==> config.mk <==
export PLATFORM = sky130hd
export DESIGN_NAME = cts_tx_regs
export DESIGN_NICKNAME = d
export VERILOG_FILES = /design/src/core/cts_pkg.sv /design/src/core/cts_dtx_if.sv /design/src/core/cts_data_tx.sv /design/src/core/cts_tx_regs.sv
export VERILOG_INCLUDE_DIRS = /design/src /design/src/core
export SDC_FILE = /design/constraint.sdc
export NUM_CORES = 2
export LEC_CHECK = 0
export BUFFER_PORTS_ARGS = -buffer_cell sky130_fd_sc_hd__buf_2
export CAP_MARGIN = 20
export CORE_AREA = 2 2 543 275
export CTS_BUF_LIST = sky130_fd_sc_hd__clkbuf_8
export DETAILED_ROUTE_END_ITERATION = 12
export DIE_AREA = 0 0 545 277
export PLACE_DENSITY = 0.46
export SETUP_SLACK_MARGIN = 0.05
export SYNTH_ARGS = -nofsm -noshare
export SYNTH_HDL_FRONTEND = slang
export SYNTH_SLANG_ARGS = --single-unit
==> constraint.sdc <==
create_clock -name clock_i -period 74.8 [get_ports clock_i]
set_input_delay 22.44 -clock clock_i [delete_from_list [all_inputs] [get_ports clock_i]]
set_output_delay 22.44 -clock clock_i [all_outputs]
set_load 0.02 [all_outputs]
==> src/core/cts_defines.svh <==
`ifndef CTS_DEFINES_SVH
`define CTS_DEFINES_SVH

// ****************************************
// Register offsets (byte addresses)
// ****************************************
`define CTS_NUM_PORTS 28
`define CTS_PORT_BASE_OFS 16'h1000
`define CTS_PORT_STRIDE 16'h0002
`define CTS_BUF_CONFIG_OFS 16'h1038
`define CTS_BUF_WPTR_OFS 16'h103A
`define CTS_BUF_RPTR_OFS 16'h103C
`define CTS_TX_CTRL_OFS 16'h103E
`define CTS_GAP_TIMER_OFS 16'h1040
`define CTS_TX_STATUS_OFS 16'h1042
`define CTS_MASTER_EN_OFS 16'h1044

// ****************************************
// Field positions
// ****************************************
`define CTS_PORT_BASE_MSB 13
`define CTS_PORT_MODE_LSB 14
`define CTS_CAPACITY_MSB 1
`define CTS_BUF_BASE_LSB 2
`define CTS_BUF_BASE_MSB 9
`define CTS_FILL_PTR_MSB 7
`define CTS_FETCH_PTR_MSB 6
`define CTS_EN_BIT 0
`define CTS_AUTO_BIT 1
`define CTS_EMPTY_SE_BIT 2
`define CTS_GAP_MSB 9

// ****************************************
// Reset values and timing
// ****************************************
`define CTS_PORT_RST 16'h0000
`define CTS_BUF_CONFIG_RST 10'h000
`define CTS_BUF_WPTR_RST 8'h00
`define CTS_TX_CTRL_RST 3'h0
`define CTS_GAP_TIMER_RST 10'h001
`define CTS_MASTER_EN_RST 1'h0
`define CTS_GAP_UNIT_CLKS 16'hFFFF

`endif

==> src/core/cts_pkg.sv <==
package cts_pkg;

   // ****************************************
   // Types
   // ****************************************
   typedef enum logic [1:0] {
      CTS_MODE_OFF = 2'h0,
      CTS_MODE_UNSTRUCT = 2'h1,
      CTS_MODE_RSVD = 2'h2,
      CTS_MODE_STRUCT = 2'h3
   } cts_port_mode_t;

   typedef enum logic {
      CTS_TX_IDLE,
      CTS_TX_FETCH
   } cts_tx_state_t;

endpackage : cts_pkg

==> src/core/cts_dtx_if.sv <==
`timescale 1ns/100ps

interface cts_dtx_if;
   logic enable;
   logic auto_mode;
   logic [9:0] gap_period;
   logic [1:0] capacity;
   logic [7:0] fill_ptr;
   logic cbr_idle;
   logic cell_done;
   logic [6:0] fetch_ptr;
   logic cell_req;
   logic empty_flag;

   modport regs (
      output enable, auto_mode, gap_period, capacity, fill_ptr, cbr_idle, cell_done,
      input fetch_ptr, cell_req, empty_flag
   );
   modport xmit (
      input enable, auto_mode, gap_period, capacity, fill_ptr, cbr_idle, cell_done,
      output fetch_ptr, cell_req, empty_flag
   );
endinterface : cts_dtx_if

==> src/core/cts_data_tx.sv <==
`timescale 1ns/100ps
`include "cts_defines.svh"

module cts_data_tx
   import cts_pkg::*;
#(
   parameter logic [15:0] GAP_UNIT_CLKS = `CTS_GAP_UNIT_CLKS
) (
   input wire logic clock_i,      // Master clock
   input wire logic sys_rst_i,    // Async reset, active high
   cts_dtx_if.xmit dtx            // Control in, pointer and request out
);

   cts_tx_state_t state, next_state;
   logic [6:0] rd, next_rd;
   logic req, next_req;
   logic empty, next_empty;
   logic [15:0] pre, next_pre;
   logic [9:0] units, next_units;
   logic [6:0] mask;
   logic [6:0] fill_m;
   logic pace_ok;

   // ****************************************
   // Scheduler next state
   // ****************************************
   always_comb begin
      mask = {dtx.capacity == 2'h3, dtx.capacity >= 2'h2, dtx.capacity != 2'h0, 4'hF};
      fill_m = dtx.fill_ptr[6:0] & mask;
      pace_ok = dtx.auto_mode ? dtx.cbr_idle :
                (dtx.gap_period != 10'h000) && (units >= dtx.gap_period);
      next_state = state;
      next_rd = rd;
      next_req = req;
      next_empty = empty;
      next_pre = pre;
      next_units = units;
      if (!dtx.enable) begin
         next_state = CTS_TX_IDLE;
         next_rd = 7'h00;
         next_req = 1'b0;
         next_empty = 1'b0;
         next_pre = 16'h0000;
         next_units = 10'h000;
      end else begin
         if (rd == fill_m) begin
            next_empty = 1'b1;
         end
         if (!dtx.auto_mode && (units < dtx.gap_period)) begin
            if (pre == GAP_UNIT_CLKS - 16'h0001) begin
               next_pre = 16'h0000;
               next_units = units + 10'h001;
            end else begin
               next_pre = pre + 16'h0001;
            end
         end
         unique case (state)
            CTS_TX_IDLE: begin
               // Slot under fill by the CPU is never sent
               if ((rd != fill_m) && pace_ok) begin
                  next_req = 1'b1;
                  next_state = CTS_TX_FETCH;
               end
            end
            CTS_TX_FETCH: begin
               if (dtx.cell_done) begin
                  next_req = 1'b0;
                  next_rd = (rd + 7'h01) & mask;
                  next_pre = 16'h0000;
                  next_units = 10'h000;
                  next_state = CTS_TX_IDLE;
               end
            end
         endcase
      end
   end

   always_ff @(posedge clock_i or posedge sys_rst_i) begin
      if (sys_rst_i) begin
         state <= CTS_TX_IDLE;
         rd <= 7'h00;
         req <= 1'b0;
         empty <= 1'b0;
         pre <= 16'h0000;
         units <= 10'h000;
      end else begin
         state <= next_state;
         rd <= next_rd;
         req <= next_req;
         empty <= next_empty;
         pre <= next_pre;
         units <= next_units;
      end
   end

   assign dtx.fetch_ptr = rd;
   assign dtx.cell_req = req;
   assign dtx.empty_flag = empty;

endmodule : cts_data_tx

==> src/core/cts_tx_regs.sv <==
`timescale 1ns/100ps
`include "cts_defines.svh"

// Overview of operation
// - Port bits 15:14 select off/unstructured/structured mode
// - Port bits 13:0 give table base word
// - Capacity field sets 16/32/64/128 cell buffer
// - Base field gives buffer word address 19:12
// - Slot under CPU fill is never sent
// - Read pointer shows slot being fetched
// - Disabled transmitter holds pointer zero, sends nothing
// - Enabled transmitter sends cells toward write pointer
// - Auto bit: send when segmenter idle
// - Empty service request gated by enable bit
// - Empty set on pointer match, cleared disabling
// - Gap spaces cells 65535 clocks times value
// - Master enable off stops all port cells

module cts_tx_regs
   import cts_pkg::*;
#(
   parameter logic [15:0] GAP_UNIT_CLKS = `CTS_GAP_UNIT_CLKS
) (
   input wire logic clock_i,                 // Master clock, 10 MHz
   input wire logic sys_rst_i,               // Async reset, active high
   input wire logic [15:0] cpu_addr_i,       // Register byte address
   input wire logic [15:0] cpu_wdata_i,      // Write data
   input wire logic cpu_wr_i,                // Write strobe, one cycle
   input wire logic cpu_rd_i,                // Read strobe, one cycle
   output logic [15:0] cpu_rdata_o,          // Read data, cycle after strobe
   input wire logic cbr_idle_i,              // Constant-rate segmenter idle
   input wire logic data_cell_done_i,        // Requested data cell sent
   output logic data_cell_req_o,             // Data cell request, held to done
   output logic [6:0] data_cell_slot_o,      // Slot being fetched
   output logic [7:0] buffer_base_upper_o,   // Buffer word address 19:12
   output logic empty_service_o,             // CPU service request
   output logic [55:0] port_mode_select_o,   // Effective mode, 2 bits per port
   output logic [391:0] port_table_base_o    // Table base, 14 bits per port
);

   // ****************************************
   // Register state
   // ****************************************
   logic [15:0] port_reg [`CTS_NUM_PORTS];
   logic [9:0] buf_config, next_buf_config;
   logic [7:0] buf_wptr, next_buf_wptr;
   logic [2:0] tx_ctrl, next_tx_ctrl;
   logic [9:0] gap_timer, next_gap_timer;
   logic master_en, next_master_en;
   logic [15:0] next_rdata;
   logic next_service;
   logic [55:0] next_port_mode;
   logic [391:0] next_port_base;
   logic [7:0] next_base_upper;

   cts_dtx_if dtx ();

   // ****************************************
   // Per-port pointer-base registers
   // ****************************************
   genvar g;
   generate
      for (g = 0; g < `CTS_NUM_PORTS; g++) begin : g_port
         logic [15:0] next_port;
         always_comb begin
            next_port = port_reg[g];
            if (cpu_wr_i && (cpu_addr_i == `CTS_PORT_BASE_OFS + 16'(g) * `CTS_PORT_STRIDE)) begin
               next_port = cpu_wdata_i;
            end
         end
         always_ff @(posedge clock_i or posedge sys_rst_i) begin
            if (sys_rst_i) begin
               port_reg[g] <= `CTS_PORT_RST;
            end else begin
               port_reg[g] <= next_port;
            end
         end
      end
   endgenerate

   // ****************************************
   // Buffer and transmit control registers
   // ****************************************
   always_comb begin
      next_buf_config = buf_config;
      next_buf_wptr = buf_wptr;
      next_tx_ctrl = tx_ctrl;
      next_gap_timer = gap_timer;
      next_master_en = master_en;
      if (cpu_wr_i) begin
         unique case (cpu_addr_i)
            `CTS_BUF_CONFIG_OFS: next_buf_config = cpu_wdata_i[`CTS_BUF_BASE_MSB:0];
            `CTS_BUF_WPTR_OFS: next_buf_wptr = cpu_wdata_i[`CTS_FILL_PTR_MSB:0];
            `CTS_TX_CTRL_OFS: next_tx_ctrl = cpu_wdata_i[`CTS_EMPTY_SE_BIT:0];
            `CTS_GAP_TIMER_OFS: next_gap_timer = cpu_wdata_i[`CTS_GAP_MSB:0];
            `CTS_MASTER_EN_OFS: next_master_en = cpu_wdata_i[0];
            default: next_master_en = master_en;
         endcase
      end
   end

   always_ff @(posedge clock_i or posedge sys_rst_i) begin
      if (sys_rst_i) begin
         buf_config <= `CTS_BUF_CONFIG_RST;
         buf_wptr <= `CTS_BUF_WPTR_RST;
         tx_ctrl <= `CTS_TX_CTRL_RST;
         gap_timer <= `CTS_GAP_TIMER_RST;
         master_en <= `CTS_MASTER_EN_RST;
      end else begin
         buf_config <= next_buf_config;
         buf_wptr <= next_buf_wptr;
         tx_ctrl <= next_tx_ctrl;
         gap_timer <= next_gap_timer;
         master_en <= next_master_en;
      end
   end

   // ****************************************
   // Data transmitter
   // ****************************************
   assign dtx.enable = tx_ctrl[`CTS_EN_BIT];
   assign dtx.auto_mode = tx_ctrl[`CTS_AUTO_BIT];
   assign dtx.gap_period = gap_timer;
   assign dtx.capacity = buf_config[`CTS_CAPACITY_MSB:0];
   assign dtx.fill_ptr = buf_wptr;
   assign dtx.cbr_idle = cbr_idle_i;
   assign dtx.cell_done = data_cell_done_i;

   cts_data_tx #(
      .GAP_UNIT_CLKS(GAP_UNIT_CLKS)
   ) u_data_tx (
      .clock_i(clock_i),
      .sys_rst_i(sys_rst_i),
      .dtx(dtx.xmit)
   );

   assign data_cell_req_o = dtx.cell_req;
   assign data_cell_slot_o = dtx.fetch_ptr;

   // ****************************************
   // Read path and registered outputs
   // ****************************************
   always_comb begin
      next_rdata = 16'h0000;
      if (cpu_rd_i) begin
         for (int p = 0; p < `CTS_NUM_PORTS; p++) begin
            if (cpu_addr_i == `CTS_PORT_BASE_OFS + 16'(p) * `CTS_PORT_STRIDE) begin
               next_rdata = port_reg[p];
            end
         end
         unique case (cpu_addr_i)
            `CTS_BUF_CONFIG_OFS: next_rdata = {6'h00, buf_config};
            `CTS_BUF_WPTR_OFS: next_rdata = {8'h00, buf_wptr};
            `CTS_BUF_RPTR_OFS: next_rdata = {9'h000, dtx.fetch_ptr};
            `CTS_TX_CTRL_OFS: next_rdata = {13'h0000, tx_ctrl};
            `CTS_GAP_TIMER_OFS: next_rdata = {6'h00, gap_timer};
            `CTS_TX_STATUS_OFS: next_rdata = {15'h0000, dtx.empty_flag};
            `CTS_MASTER_EN_OFS: next_rdata = {15'h0000, master_en};
            default: next_rdata = next_rdata;
         endcase
      end
      next_service = dtx.empty_flag & tx_ctrl[`CTS_EMPTY_SE_BIT];
      next_base_upper = buf_config[`CTS_BUF_BASE_MSB:`CTS_BUF_BASE_LSB];
      for (int p = 0; p < `CTS_NUM_PORTS; p++) begin
         // Reserved mode code and master disable give no cells
         if (master_en && (port_reg[p][15:`CTS_PORT_MODE_LSB] != CTS_MODE_RSVD)) begin
            next_port_mode[2*p +: 2] = port_reg[p][15:`CTS_PORT_MODE_LSB];
         end else begin
            next_port_mode[2*p +: 2] = CTS_MODE_OFF;
         end
         next_port_base[14*p +: 14] = port_reg[p][`CTS_PORT_BASE_MSB:0];
      end
   end

   always_ff @(posedge clock_i or posedge sys_rst_i) begin
      if (sys_rst_i) begin
         cpu_rdata_o <= 16'h0000;
         empty_service_o <= 1'b0;
         buffer_base_upper_o <= 8'h00;
         port_mode_select_o <= 56'h0;
         port_table_base_o <= 392'h0;
      end else begin
         cpu_rdata_o <= next_rdata;
         empty_service_o <= next_service;
         buffer_base_upper_o <= next_base_upper;
         port_mode_select_o <= next_port_mode;
         port_table_base_o <= next_port_base;
      end
   end

endmodule : cts_tx_regs

==> run metrics <==
outcome finished, final reports clean; Post-synth top cells dfrtp_1, mux2_2, clkbuf_1; post-synthesis cell count around 2500; Gate power share 2.5%; standard-cell rows 100; slowest cell on the critical path nor2_1; NetSw between 0.2 and 0.25 mW; drt first-iter violations approximately 2800; critical path, cell by cell buf_2 > nor2b_1 > nand3_1 > nor2_1 > a22oi_1 > nand4_1 > o21ai_0 > a21oi_1; fin area roughly 0.045 mm²; crit end category flip-flop; post-detail-place hpwl roughly 130000 µm; Syn. warnings 0; DP Cell Count 4930; Clock power frac 45.5%; actual slew at the worst max-slew pin between 1000 and 1500 ps; Nets 3150; Seq pwr share ~52%; Yosys cell types 74; FMAX between 0.03 and 0.04 GHz; PortBufs 518; worst reg2reg startpoint u_data_tx.units[4]$_DFF_PP0_; crit path launch cpu_addr_i[1]; synth top area cells dfrtp_1, mux2_2, a221oi_1; Setup TNS 0 ps; Yosys top cell by area dfrtp_1; max_cap viols 0; Final Cycle Share 34.3%; Worst-path clk slew ~70 ps; Worst Hold Launch next_port_base[242]$_DFFE_PP0P_; Die Area approximately 0.15 mm²; clock sink count roughly 990; Post-synth top flop dfrtp_1; Int Pwr ~0.8 mW; HP Class flip-flop to flip-flop; drt wl/cell 32.7 µm; CP arrival about 26000 ps; worst rel slew slack 21.7%; post-cts sizing count 0; register area share after synthesis approximately two thirds; synthesized flop and latch total 989; Setup Buffers After CTS 0; first-pass GRT wire length around 230000 µm; CP Max Fanout 31; overall die width 545 µm; Final Skew 32.7 ps; RePlAce Congestion 0.868; pin count of the biggest net entering global routing 180; WP data required 75520 ps; number of routed nets with antenna violations 0; power density cells between 20 and 25 mW/mm²; root buffer cell clkbuf_8; Hold Buf Count CTS 0; RSZ-0062 raised after global routing false; number of synthesized flops with an enable pin 0; CP max stage delay 1050 ps; DR pass1 iterations 5; count leader, synth dfrtp_1; clk buf depth 3; Via density between 4 and 5; share of the synthesized area in the top cell type between 60% and 70%; share of layout cells above drive strength 1 around two fifths; total congestion overflow 0; total wire length between 150000 and 200000 µm; FILL cells 15000; CTS tree yes; syn avg cell area around 15 µm²; Starting Density 24.8%; post-synthesis net count 2556; final setup vio count 0; Num CTS Buffers 153; initial antenna violation count 31; Final Hold Vio Count 0; H-tree Lvls 4; Leak about 23 nW; vias in the first global route roughly 25000; Placed Area roughly 0.042 mm²; WS Path Type input port to flip-flop; Async S/R FF share, synth between 90% and 100%; pre-CTS WS 48590 ps; Layout area overhead 22.9%; Worst setup SP type input port; via count about 26000; worst skew pair latency approximately 890 ps; max-slew violations 0; die height approximately 280 µm; I/O Pins 519; core footprint about 0.15 mm²; total track usage between 20% and 30%; Non-Filler Instances between 5000 and 6000; DRC 0; Syn Std Cell Area approximately 0.036 mm²; Min Clock Period, post-route ~26000 ps; Final WS setup 49150 ps; Max IR drop VDD between 0.015 and 0.02 mV; switch share 24.3%
## cell families (layout without fill, tap and decap cells)
family	after synthesis	after routing	synth area share (%)
flip-flops	989	989	67.9
multiplexers	484	484	14.9
AND/OR/NAND/NOR	433	433	6.39
AO/OA/AOI/OAI	375	375	7.53
buffers and inverters	178	876	1.97
XOR/XNOR	31	31	0.745
adder cells (fa/ha/maj)	14	14	0.481
other	0	9	0
## critical path: cells and delay by family
| kind | cells | cell delay [ps] |
|---|---|---|
| and+or+nand+nor | 4 | 2380 |
| AOI/OAI and AO/OA | 3 | 1030 |
| buffers and inverters | 1 | 510 |
## final cells by class
| cell class | instances | area [µm²] | share of cell area (%) |
|---|---|---|---|
| clock buffers | 188 | 2590 | 5.78 |
| multi-input cells | 1337 | 11100 | 24.7 |
| inverters | 21 | 86.3 | 0.193 |
| clock inverters | 71 | 463 | 1.03 |
| diodes | 9 | 22.5 | 0.0503 |
| well taps | 1989 | 2490 | 5.56 |
| repair buffers | 596 | 3320 | 7.42 |
| flip-flops and latches | 989 | 24800 | 55.3 |
## metal layers
| layer | vias up | GRT usage, % | share of wire (%) |
|---|---|---|---|
| li1 | 10300 | - | - |
| met1 | 13800 | 34.8 | 49 |
| met4 | 12 | 5.38 | 2.0 |
| met3 | 205 | 6.02 | 8.8 |
| met2 | 1297 | 29.5 | 40 |
| met5 | - | 0 | 0.044 |
## metrics by stage
step	util (%)	power [mW]	hold slack (ps)
after floorplan	-	0.561	361
after global placement	28.3	0.572	370
after detailed placement	28.3	0.572	380
after CTS	30.4	1.04	391
after global routing	30.4	1.07	404
final	30.5	1.03	381
## path summary, 6_finish.rpt
| kind | endpoint | cells after the start | slack, ps |
|---|---|---|---|
| setup / recovery | cpu_rdata_o[13]$_DFF_PP0_ | 8 | 49150 |
| setup reg to reg | u_data_tx.pre[11]$_DFF_PP0_ | 9 | 71240 |
| max in group asynchronous | next_port_base[260]$_DFFE_PP0P_ | 4 | 50720 |
| min in group asynchronous | port_table_base_o[202]$_DFF_PP0_ | 2 | 21670 |
| hold / removal | port_table_base_o[242]$_DFF_PP0_ | 0 | 380 |
| hold reg to reg | port_table_base_o[242]$_DFF_PP0_ | 0 | 380 |
## power by group through the flow
stage / Sequential [mW] / Combinational (mW) / Clock [mW]
after floorplan: 0.546 / 0.0145 / 0
after global placement: 0.545 / 0.0264 / 0
after detailed placement: 0.545 / 0.0264 / 0
after CTS: 0.535 / 0.0264 / 0.480
after global routing: 0.535 / 0.0287 / 0.503
final: 0.535 / 0.0259 / 0.468
## cell usage in the layout, fill, tap and decap left out, types with 53 or more instances in the layout
cell      count
a221oi_1     55
dfrtp_1     988
clkbuf_8    188
buf_4        69
buf_2       518
nand2_1      79
mux2_2      478
nor2_1      102
inv_1        66
a21oi_1      61
a22oi_1      53
Power figures use the tool's default switching activity.
